### config.mk
export PLATFORM = sky130hd
export DESIGN_NAME = uart_holdoff_comm_timeout
export DESIGN_NICKNAME = d
export VERILOG_FILES = /design/src/holdoff_pkg.sv /design/src/timer_if.sv /design/src/comm_loss_timer.sv /design/src/uart_holdoff_comm_timeout.sv
export SDC_FILE = /design/constraint.sdc
export NUM_CORES = 1
export LEC_CHECK = 0
export BUFFER_PORTS_ARGS = -buffer_cell sky130_fd_sc_hd__buf_2
export CAP_MARGIN = 10
export CORE_MARGIN = 3
export CORE_UTILIZATION = 64
export CTS_CLUSTER_DIAMETER = 80
export CTS_CLUSTER_SIZE = 8
export DETAILED_ROUTE_END_ITERATION = 6
export PLACE_DENSITY = 0.83
export REMOVE_ABC_BUFFERS = 1
export SYNTH_ARGS = -nofsm -noshare
export SYNTH_HDL_FRONTEND = slang
export SYNTH_SLANG_ARGS = --single-unit
### constraint.sdc
create_clock -name pclk -period 6.87 [get_ports pclk]
set_input_delay 1.374 -clock pclk [delete_from_list [all_inputs] [get_ports pclk]]
set_output_delay 1.374 -clock pclk [all_outputs]
set_load 0.05 [all_outputs]
### src/holdoff_pkg.sv
// Constants shared by the hold-off and communication-loss timer logic
package holdoff_pkg;

  // ==========================================================================
  // Register indices (byte address is four times the index)
  // ==========================================================================
  localparam logic [7:0] IDX_LINK_CTRL  = 8'h20;
  localparam logic [7:0] IDX_HOLDOFF    = 8'h22;
  localparam logic [7:0] IDX_TIMEOUT    = 8'h23;
  localparam logic [7:0] IDX_IRQ_STATUS = 8'h28;
  localparam logic [7:0] IDX_IRQ_MASK   = 8'h29;

  // ==========================================================================
  // Field positions and reset values
  // ==========================================================================
  localparam int         CTRL_BAUD_LSB    = 0;
  localparam int         CTRL_TX_EN_BIT   = 2;
  localparam int         TO_LONG_LSB      = 0;
  localparam int         TO_SHORT_LSB     = 4;
  localparam int         ST_SHORT_BIT     = 0;
  localparam int         ST_LONG_BIT      = 1;
  localparam logic [7:0] CTRL_RESET       = 8'h05;
  localparam logic [7:0] HOLDOFF_RESET    = 8'h00;
  localparam logic [7:0] TIMEOUT_RESET    = 8'h00;
  localparam logic [1:0] IRQ_MASK_RESET   = 2'h0;

  // ==========================================================================
  // Timing
  // ==========================================================================
  localparam int CLK_PERIOD_PS = 5000;
  localparam int TICK_MS       = 100;
  localparam int TICK_CYCLES   = TICK_MS * (1000000000 / CLK_PERIOD_PS);
  localparam int RATE_125K_BPS = 125000;
  localparam int RATE_250K_BPS = 250000;
  localparam int RATE_500K_BPS = 500000;
  localparam int RATE_1M_BPS   = 1000000;
  localparam logic [10:0] BIT_CYC_125K = 11'(1000000000 / (RATE_125K_BPS / 1000) / CLK_PERIOD_PS);
  localparam logic [10:0] BIT_CYC_250K = 11'(1000000000 / (RATE_250K_BPS / 1000) / CLK_PERIOD_PS);
  localparam logic [10:0] BIT_CYC_500K = 11'(1000000000 / (RATE_500K_BPS / 1000) / CLK_PERIOD_PS);
  localparam logic [10:0] BIT_CYC_1M   = 11'(1000000000 / (RATE_1M_BPS / 1000) / CLK_PERIOD_PS);

  // Timeout lengths in 0.1 s ticks, index is the selector code; code 0 is off
  localparam logic [7:0][15:0] TO_TICKS = {16'h8CA0, 16'h4650, 16'h1770, 16'h0258,
                                           16'h0064, 16'h0014, 16'h0001, 16'h0000};

endpackage

### src/timer_if.sv
// Link between the control block and one communication-loss timer
`timescale 1ns/1ps
interface timer_if;
  logic [2:0] sel;
  logic       restart;
  logic       tick;
  logic       expired;

  modport owner (output sel, output restart, output tick, input expired);
  modport timer (input sel, input restart, input tick, output expired);
endinterface

### src/comm_loss_timer.sv
// One communication-loss timer counting 0.1 s ticks up to a selected interval
`timescale 1ns/1ps
module comm_loss_timer (
  input wire logic pclk,
  input wire logic presetn,
  timer_if.timer   tif
);

  logic [15:0] cnt_q;
  logic        done_q;
  logic        expired_q;
  wire  [15:0] limit = holdoff_pkg::TO_TICKS[tif.sel];
  wire         off   = (tif.sel == 3'h0);
  wire         hit   = tif.tick && !done_q && (cnt_q + 16'h0001 == limit);

  // ==========================================================================
  // Counter, fires once per silent interval
  // ==========================================================================
  always_ff @(posedge pclk or negedge presetn) begin
    if (!presetn) begin
      cnt_q     <= 16'h0000;
      done_q    <= 1'b0;
      expired_q <= 1'b0;
    end else if (tif.restart || off) begin   // see [RL6]
      cnt_q     <= 16'h0000;
      done_q    <= 1'b0;
      expired_q <= 1'b0;
    end else begin
      expired_q <= hit;                      // see [RL3]
      if (hit) begin
        done_q <= 1'b1;
      end
      if (tif.tick && !done_q) begin
        cnt_q <= cnt_q + 16'h0001;
      end
    end
  end

  assign tif.expired = expired_q;

  a_timer_off_quiet: assert property (@(posedge pclk) disable iff (!presetn)
    off |=> !expired_q) else $error("disabled timer fired"); // see [RL6]
  a_timer_restart: assert property (@(posedge pclk) disable iff (!presetn)
    tif.restart |=> cnt_q == 16'h0000 && !expired_q) else $error("restart ignored"); // see [RL6]
  a_timer_interval: assert property (@(posedge pclk) disable iff (!presetn)
    expired_q |-> $past(cnt_q) + 16'h0001 == limit) else $error("wrong interval"); // see [RL3]

endmodule

### src/uart_holdoff_comm_timeout.sv
// Response hold-off and communication-loss timers with APB registers
// Functional notes
// [RL1] After a received stop bit, wait 0 to 255 bit periods before transmitting.
// [RL2] Short timeout expiry sets the short-timeout fault flag.
// [RL3] Short selector: off, 0.1s, 2s, 10s, 1min, 10min, 30min, 1hour.
// [RL4] Host never writes zero to reserved timeout bit; full writes put one there.
// [RL5] Long timeout expiry forces the device into shutdown.
// [RL6] Long selector zero disables; valid host traffic restarts both timers.
// [RL7] Bit period follows line rate: 125k, 250k, 500k, 1M bits per second.
// [RL8] With the response transmitter disabled, nothing is sent.
`timescale 1ns/1ps
module uart_holdoff_comm_timeout #(
  parameter int TICK_CYCLES = holdoff_pkg::TICK_CYCLES
) (
  input  wire logic        pclk,
  input  wire logic        presetn,
  input  wire logic        psel,
  input  wire logic        penable,
  input  wire logic        pwrite,
  input  wire logic [11:0] paddr,
  input  wire logic [31:0] pwdata,
  output wire logic [31:0] prdata,
  output wire logic        pready,
  output wire logic        pslverr,
  input  wire logic        rx_stop_done,
  input  wire logic        rx_frame_valid,
  input  wire logic        tx_request,
  output wire logic        tx_start,
  output wire logic        shutdown,
  output wire logic        irq
);

  // ==========================================================================
  // Register bus decode
  // ==========================================================================
  logic [7:0]  ctrl_q;
  logic [7:0]  response_holdoff_count_q;
  logic [7:0]  comm_loss_timeout_select_q;
  logic [1:0]  status_q;
  logic [1:0]  status_d;
  logic [1:0]  mask_q;
  logic [31:0] prdata_q;
  logic        slverr_q;

  wire       aligned  = (paddr[1:0] == 2'b00) && (paddr[11:10] == 2'b00);
  wire [7:0] idx      = paddr[9:2];
  wire       hit_ctrl = aligned && idx == holdoff_pkg::IDX_LINK_CTRL;
  wire       hit_hold = aligned && idx == holdoff_pkg::IDX_HOLDOFF;
  wire       hit_to   = aligned && idx == holdoff_pkg::IDX_TIMEOUT;
  wire       hit_st   = aligned && idx == holdoff_pkg::IDX_IRQ_STATUS;
  wire       hit_mask = aligned && idx == holdoff_pkg::IDX_IRQ_MASK;
  wire       mapped   = hit_ctrl | hit_hold | hit_to | hit_st | hit_mask;
  wire       setup    = psel && !penable;
  wire       wr       = psel && penable && pwrite && mapped;
  wire [31:0] rd_mux  = hit_ctrl ? {24'h000000, ctrl_q} :
                        hit_hold ? {24'h000000, response_holdoff_count_q} :
                        hit_to   ? {24'h000000, comm_loss_timeout_select_q} :
                        hit_st   ? {30'h00000000, status_q} :
                        hit_mask ? {30'h00000000, mask_q} : 32'h00000000;

  // Read data and error are captured in the setup cycle so the access ends at once
  always_ff @(posedge pclk or negedge presetn) begin
    if (!presetn) begin
      prdata_q <= 32'h00000000;
      slverr_q <= 1'b0;
    end else if (setup) begin
      prdata_q <= pwrite ? 32'h00000000 : rd_mux;
      slverr_q <= !mapped;
    end
  end

  assign prdata  = prdata_q;
  assign pready  = 1'b1;
  assign pslverr = psel && penable && slverr_q;

  // Reserved timeout bit is stored as written; keeping it one is the host's job
  always_ff @(posedge pclk or negedge presetn) begin
    if (!presetn) begin
      ctrl_q                     <= holdoff_pkg::CTRL_RESET;
      response_holdoff_count_q   <= holdoff_pkg::HOLDOFF_RESET;
      comm_loss_timeout_select_q <= holdoff_pkg::TIMEOUT_RESET;
      mask_q                     <= holdoff_pkg::IRQ_MASK_RESET;
    end else if (wr) begin
      if (hit_ctrl) ctrl_q <= pwdata[7:0];
      if (hit_hold) response_holdoff_count_q <= pwdata[7:0];
      if (hit_to)   comm_loss_timeout_select_q <= pwdata[7:0]; // see [RL4]
      if (hit_mask) mask_q <= pwdata[1:0];
    end
  end

  // ==========================================================================
  // Bit period and response hold-off
  // ==========================================================================
  wire [1:0]  baud       = ctrl_q[holdoff_pkg::CTRL_BAUD_LSB +: 2];
  wire        tx_en      = ctrl_q[holdoff_pkg::CTRL_TX_EN_BIT];
  wire [10:0] bit_cycles = (baud == 2'b00) ? holdoff_pkg::BIT_CYC_125K :  // see [RL7]
                           (baud == 2'b01) ? holdoff_pkg::BIT_CYC_250K :
                           (baud == 2'b10) ? holdoff_pkg::BIT_CYC_500K :
                                             holdoff_pkg::BIT_CYC_1M;

  logic [10:0] bit_cnt_q;
  logic [7:0]  bits_left_q;
  logic        holding_q;
  logic        pending_q;
  wire         bit_end = holding_q && (bit_cnt_q == bit_cycles - 11'h001);

  always_ff @(posedge pclk or negedge presetn) begin
    if (!presetn) begin
      bit_cnt_q   <= 11'h000;
      bits_left_q <= 8'h00;
      holding_q   <= 1'b0;
    end else if (rx_stop_done) begin
      bit_cnt_q   <= 11'h000;
      bits_left_q <= response_holdoff_count_q;                // see [RL1]
      holding_q   <= (response_holdoff_count_q != 8'h00);
    end else if (bit_end) begin
      bit_cnt_q   <= 11'h000;
      bits_left_q <= bits_left_q - 8'h01;
      holding_q   <= (bits_left_q != 8'h01);
    end else if (holding_q) begin
      bit_cnt_q <= bit_cnt_q + 11'h001;
    end
  end

  // A response held back while the transmitter is off is dropped, not queued
  always_ff @(posedge pclk or negedge presetn) begin
    if (!presetn) begin
      pending_q <= 1'b0;
    end else if (!tx_en) begin
      pending_q <= 1'b0;                                      // see [RL8]
    end else if (tx_request) begin
      pending_q <= 1'b1;
    end else if (tx_start) begin
      pending_q <= 1'b0;
    end
  end

  assign tx_start = tx_en && pending_q && !holding_q && !rx_stop_done; // see [RL1] see [RL8]

  // ==========================================================================
  // Communication-loss timers
  // ==========================================================================
  logic [31:0] pre_q;
  logic        tick_q;
  logic        shutdown_q;

  always_ff @(posedge pclk or negedge presetn) begin
    if (!presetn) begin
      pre_q  <= 32'h00000000;
      tick_q <= 1'b0;
    end else begin
      tick_q <= (pre_q == 32'(TICK_CYCLES - 1));
      pre_q  <= (pre_q == 32'(TICK_CYCLES - 1)) ? 32'h00000000 : pre_q + 32'h00000001;
    end
  end

  timer_if short_if ();
  timer_if long_if ();
  assign short_if.sel     = comm_loss_timeout_select_q[holdoff_pkg::TO_SHORT_LSB +: 3]; // see [RL3]
  assign long_if.sel      = comm_loss_timeout_select_q[holdoff_pkg::TO_LONG_LSB +: 3];  // see [RL6]
  assign short_if.restart = rx_frame_valid;                                             // see [RL6]
  assign long_if.restart  = rx_frame_valid;
  assign short_if.tick    = tick_q;
  assign long_if.tick     = tick_q;

  comm_loss_timer u_short (.pclk(pclk), .presetn(presetn), .tif(short_if));
  comm_loss_timer u_long  (.pclk(pclk), .presetn(presetn), .tif(long_if));

  // Shutdown holds until reset; nothing on this side can wake the device
  always_ff @(posedge pclk or negedge presetn) begin
    if (!presetn) begin
      shutdown_q <= 1'b0;
    end else if (long_if.expired) begin
      shutdown_q <= 1'b1;                                     // see [RL5]
    end
  end

  assign shutdown = shutdown_q;

  // ==========================================================================
  // Fault flags and interrupt
  // ==========================================================================
  wire [1:0] st_events = {long_if.expired, short_if.expired};
  wire [1:0] st_clear  = (wr && hit_st) ? pwdata[1:0] : 2'b00;

  // A new event wins over a write-one-to-clear in the same cycle
  always_comb begin
    status_d = (status_q & ~st_clear) | st_events;           // see [RL2]
  end

  always_ff @(posedge pclk or negedge presetn) begin
    if (!presetn) begin
      status_q <= 2'b00;
    end else begin
      status_q <= status_d;
    end
  end

  assign irq = |(status_q & mask_q);

  // ==========================================================================
  // Checks
  // ==========================================================================
  a_tx_quiet_off: assert property (@(posedge pclk) disable iff (!presetn) // see [RL8]
    !tx_en |-> !tx_start) else $error("transmit while disabled");
  a_tx_holdoff_wait: assert property (@(posedge pclk) disable iff (!presetn) // see [RL1]
    holding_q |-> !tx_start) else $error("transmit during hold-off");
  a_holdoff_starts: assert property (@(posedge pclk) disable iff (!presetn) // see [RL1]
    rx_stop_done && response_holdoff_count_q != 8'h00 |=> holding_q [*8])
    else $error("hold-off too short");
  a_holdoff_zero: assert property (@(posedge pclk) disable iff (!presetn) // see [RL1]
    rx_stop_done && response_holdoff_count_q == 8'h00 |=> !holding_q)
    else $error("zero hold-off delayed");
  a_bit_period: assert property (@(posedge pclk) disable iff (!presetn) // see [RL7]
    baud == 2'b11 |-> bit_cycles == holdoff_pkg::BIT_CYC_1M)
    else $error("bit period wrong");
  a_short_flag_set: assert property (@(posedge pclk) disable iff (!presetn) // see [RL2]
    short_if.expired |=> status_q[holdoff_pkg::ST_SHORT_BIT]) else $error("short flag lost");
  a_long_shutdown: assert property (@(posedge pclk) disable iff (!presetn) // see [RL5]
    long_if.expired |=> shutdown_q ##1 shutdown_q) else $error("no shutdown");
  a_irq_follows: assert property (@(posedge pclk) disable iff (!presetn)
    $rose(status_q[0]) && mask_q[0] |-> irq) else $error("irq missing");

endmodule

* Word level (Yosys, flattened, before mapping)
Memories as Yosys holds them, arrays and structs flattened. Index checks and enable logic that the tools add are counted.
Storage, ports and cells: latch bits 0, input port bits 52, memories 2, word-level logic and storage cells 129, bits in registers 152, ROM bits 256, output and inout port bits 37, RAM bits 0
Memory list:
- (no name shown) | depth 8, bits a word 16, read ports 1, clocked after Yosys merged registers in 0, write ports 0, line comm_loss_timer.sv:12 | wire [15:0] limit = holdoff_pkg::TO_TICKS[tif.sel];
- (no name shown) | depth 8, bits a word 16, read ports 1, clocked after Yosys merged registers in 0, write ports 0, line comm_loss_timer.sv:12
Cells by class: $mul 0, add/subtract/negate cells 6, mux-type cells 33, divide/modulo/power cells 0, $lt $le $gt $ge 2, eq/ne operators 13, shift-type cells 0, reductions and logical operators 45, bitwise operators 8
Operators by type and width (count):
- $mux 16 | 6
- $mux 8 | 6
- $mux 11 | 4
- $eq 8x6->1 const B | 5
- $add 16x1->16 const B | 2
- $add 32x1->32 const B | 1
- $eq 16x16->1 | 2
- $eq 32x25->1 const B | 1
- $mux 32 | 1
- $logic_and 1x1->1 | 20
- $add 11x1->11 const B | 1
- $eq 11x11->1 | 1
- $mux 1 | 11
- $sub 11x1->11 const B | 1
- $mux 10 | 1
- $reduce_bool 2->1 | 5
- $mux 9 | 1
- $lt 3x4->1 const B | 2
- $ne 8x1->1 const B | 1
- $reduce_and 2->1 | 4
- $reduce_bool 8->1 | 1
- $sub 8x1->8 const B | 1
- $logic_not 1->1 | 6
- $logic_not 2->1 | 3
- 12 further kinds | 20

* Depth between registers and ports, before layout
word-level depth 13, depth in mapped cells 9, gate-level depth less buffers 8

* Hierarchy
A second synthesis with hierarchy kept.
Second synthesis, totals: cell total of the unflattened synthesis 842, area, all modules 7796.2 um^2
Modules (own cells, without submodules):
- uart_holdoff_comm_timeout | cells an instance 482, instances 1, seq. area each 2304.7 um^2, area an instance 4833.4 um^2
- comm_loss_timer | cells an instance 180, instances 2, seq. area each 450.4 um^2, area an instance 1481.4 um^2

* Worst setup path before layout
Ideal clock, no wire load.
kind input to output, start input port rx_stop_done, end output port tx_start, stages 3, path slack 3233 ps, arrival 2263 ps, path buffers 1, required time 5496 ps, path through nor2_1 clkbuf_1 and3_1
On the way: longest elaborated chain between the ends 2
Ends and longest elaborated chain:
- start, declared | line uart_holdoff_comm_timeout.sv:25 | input wire logic rx_stop_done,
- $logic_not 1->1 | line uart_holdoff_comm_timeout.sv:138 | assign tx_start = tx_en && pending_q && !holding_q && !rx_stop_done;
- $logic_and 1x1->1 | line uart_holdoff_comm_timeout.sv:138
- end, declared | line uart_holdoff_comm_timeout.sv:28 | output wire logic tx_start,
Every way passes these cells.

* Worst setup path after layout
Ends and elaborated chain as after synthesis.

==> metrics.sh <==
FINAL_LAYOUT_SIZE_SUFFIX_GT1_FRAC=0.140
NUM_IO_PINS=89
HPWL_UM=11300
SYNTH_EDF_COUNT=0
DETAILEDROUTE.FIRSTITERATIONVIOLATIONS=466
LAYOUT_WORST_PATH_CYCLE_SHARE=0.592
DR_TOTAL_VIAS=6125
MIN_DELAY_WORST_ENDPOINT='status_q[0]$_DFF_PN0_'
RSZ0062_AT_GRT='false'
LAYOUT.CELLS.MOST_COMMON_LIST='dfrtp_1 (126), nand2_1 (86), nor2_1 (76)'
CTS_MAX_LEVEL=4
FINAL_CELL_COUNT_NO_FILL=991
SYNTH-SEQ-AREA-SHARE=0.420
POST-CTS-SETUP-BUFFERS=0
SYNTH_AREA_MM2=0.00763
SETUP_TOTAL_NEGATIVE_SLACK_NS=0
GLOBAL_ROUTE_WIRE_LENGTH_BEFORE_REPAIR_UM=28400
HOLD_VIOL_FINAL=0
FIRST_GLOBAL_VIAS=6012
SYNTHTOLAYOUTAREAGROWTH_PCT=10.2
WORST_PATH_MOST_REPEATED_CELL='buf_2'
ROUTABILITYCONGESTION=0.868
FIN_WORST_SKEW_NS=0.00992
CLKSLEWWORSTSETUPHOLDPATHS_NS=0.05
REG2REG_DEPTH=9
CHIPWIDTH_UM=115
DESIGN.CORE.AREA_MM2=0.0115
NUMPLACEDINSTANCES=958
LAYOUT.CELLS.MOST_COMMON='dfrtp_1'
MOST_USED_FLIP_FLOP_CELL_AFTER_SYNTHESIS='dfrtp_1'
DRTANTENNAVIOLNETS=0
CP_DATA_REQUIRED_TIME_NS=5.50
STARTPOINT_TYPE='input pin'
DRC=0
CLOCK_TREE.BUFFER_DEPTH=2
NUMBER_OF_CELLS_PRODUCED_BY_SYNTHESIS=816
CTS_TREE='yes'
HOLD_CLASS='reg -> reg'
FINALWORSTPATHREQUIREDPERIOD_NS=4.07
TIMING.CRITICAL_PATH.ARRIVAL_NS=2.69
WORST_HOLD_PATH.NUM_CELLS=1
YOSYS.CELL_TYPES.COUNT=68
MAX_CLOCK_FREQ_MHz=246
YOSYSWARNINGCOUNT=0
ANTENNA_FOUND_INITIAL=0
FF2FF_SETUP_SLACK_NS=3.96
SYN_AREA_PER_CELL_UM2=9.35
RESIZE_COUNT_POST_CTS=0
CRIT_PATH_END_KIND='primary output'
FLOORPLAN_DIE_HEIGHT_UM=115
CRIT_PATH_MAX_FANOUT=21
PATH_CLASS='in -> out'
GRT_OVERFLOW_TOTAL=0
DIE_AREA_MM2=0.0133
CP_NUM_BUF_INV=2
REG2REG_TO='bit_cnt_q[6]$_DFFE_PN0P_'
INSERTION_DELAY_NS=0.42
REGTOREGSTARTPOINT='ctrl_q[0]$_DFFE_PN1P_'
CLOCK-ROOT-BUFFER='clkbuf_16'
VDD_IR_DROP_MAX_mV=0.183
IO_BUFFERS=39
MAX_SLEW_MARGIN=0.402
YS_ASYNC_SR_FRACTION=1.00
TIMING.FINAL.MAX_SLEW_VIOLATIONS=0
P_LEAK_nW=3.60
NUM_ANTENNA_CELLS=0
OUTCOME='finished clean'
CELLPOWERDENSITY_mW_PER_MM2=218
CP_NUM_CELLS=4
POSTSYNTHREGISTERBITS=128
TIMING.CRITICAL_PATH.MAX_DELAY_FAMILY='simple AND/OR/NAND/NOR gates'
NETS=899
AVGROUTEDWIREPERCELL_UM=17.1
PATH_CELLS='buf_2 -> nor2_1 -> and3_1 -> buf_2'
FLOORPLAN.ROWS=39
PIN_COUNT_OF_THE_BIGGEST_NET_ENTERING_GLOBAL_ROUTING=73
MIN-DELAY-START='u_short.tif.expired$_DFF_PN0_'
DRT_FIRST_PASS_ITERS=5
GLOBALROUTETOTALUTIL=0.266
CTS-BUFFERS-INSERTED=17
FINALSETUPVIOLCOUNT=0
ROUTED_WIRELENGTH_UM=17000
CTS_HOLD_BUFFERS=0
MAX_CAPACITANCE_VIOLATION_TOTAL=0
DRT-VIAS-PER-INSTANCE=6.18
TRITONCTS_NUM_SINKS=128
TIMING.CRITICAL_PATH.SLOWEST_CELL_DELAY_NS=0.61
WORST-SLEW-PIN-TRANSITION_NS=0.898
INITIAL_UTILIZATION=0.662
CP_MAX_STAGE_CELL='nor2_1'
-- flip-flops by register name (all words and copies together) (netlist names), 2 cells and up --
register,flops
comm_loss_timeout_select_q,8
mask_q,2
response_holdoff_count_q,8
ctrl_q,8
u_long.cnt_q,16
prdata,8
pre_q,32
bit_cnt_q,11
status_q,2
u_short.cnt_q,16
bits_left_q,8
-- layout make-up --
type	count	area [µm²]
clock inverters	14	211
inverters	14	52.6
flip-flops and latches	128	3210
well taps	143	179
fillers	779	3110
clock buffers	18	439
repair buffers	42	220
multi-input cells	632	4100
-- worst max-delay path by stage --
stage                             from  endpoint  slack [ns]
after floorplan           rx_stop_done  tx_start        3.20
after global placement    rx_stop_done  tx_start        2.86
after CTS                 rx_stop_done  tx_start        2.81
final                     rx_stop_done  tx_start        2.80
after detailed placement  rx_stop_done  tx_start        2.82
after global routing      rx_stop_done  tx_start        2.70
-- cell families (layout without fill, tap and decap cells) --
| kind of cell | count (synthesis) | count (layout) | synth area share |
|---|---|---|---|
| simple gates | 347 | 347 | 0.241 |
| flops | 128 | 128 | 0.420 |
| compound gates | 118 | 118 | 0.103 |
| xor+xnor | 94 | 94 | 0.110 |
| buf+inv | 79 | 88 | 0.0540 |
| mux | 36 | 36 | 0.0522 |
| fa+ha+maj | 12 | 12 | 0.0197 |
| other cells | 2 | 25 | 0.000985 |
-- layer usage --
metal | vias to the layer above | track usage | part of all wire
met5 | - | 0 | 0
met4 | 0 | 0.100 | 0.022
met3 | 40 | 0.0553 | 0.054
met2 | 243 | 0.465 | 0.50
met1 | 2954 | 0.325 | 0.42
li1 | 2888 | - | -
-- worst reg2reg max path: cells and delay by family (launching register included) --
family / cells / cell delay, ns
AOI/OAI and AO/OA: 3 / 0.48
adders and majority gates: 1 / 0.22
buffers and inverters: 2 / 0.30
DFF: 1 / 0.58
and+or+nand+nor: 3 / 1.22
-- cell usage after synthesis, drive strengths merged, types with 14 or more instances --
| master | instances | share of area |
|---|---|---|
| nand3 | 42 | 0.031 |
| inv | 14 | 0.0069 |
| xnor2 | 55 | 0.063 |
| nor3 | 25 | 0.016 |
| or3 | 14 | 0.011 |
| xor2 | 38 | 0.044 |
| dfrtp | 126 | 0.41 |
| nand2 | 86 | 0.042 |
| a21oi | 15 | 0.0098 |
| o21ai | 40 | 0.026 |
| clkbuf | 28 | 0.014 |
| nand4 | 25 | 0.021 |
| nor2 | 76 | 0.037 |
| mux2 | 30 | 0.044 |
| buf | 37 | 0.033 |
-- report_power, final --
part	leakage (nW)	total (mW)	internal [mW]	switching, mW
Clock	0.316	0.987	0.652	0.335
Sequential	1.76	0.761	0.757	0.00333
Combinational	1.53	0.0834	0.0154	0.0680
Total	3.60	1.83	1.42	0.406
-- metrics by stage --
stage	setup WS [ns]	area [µm²]	util	total power, mW	hold slack, ns
floorplan	3.20	7350	-	0.820	0.404
global placement	2.86	7740	0.673	0.853	0.415
detailed placement	2.82	7740	0.673	0.856	0.415
CTS	2.81	8400	0.729	1.84	0.427
global route	2.70	8400	0.730	1.89	0.450
finish	2.80	8400	0.730	1.83	0.423
No activity file was read; power rests on OpenSTA's default activity.
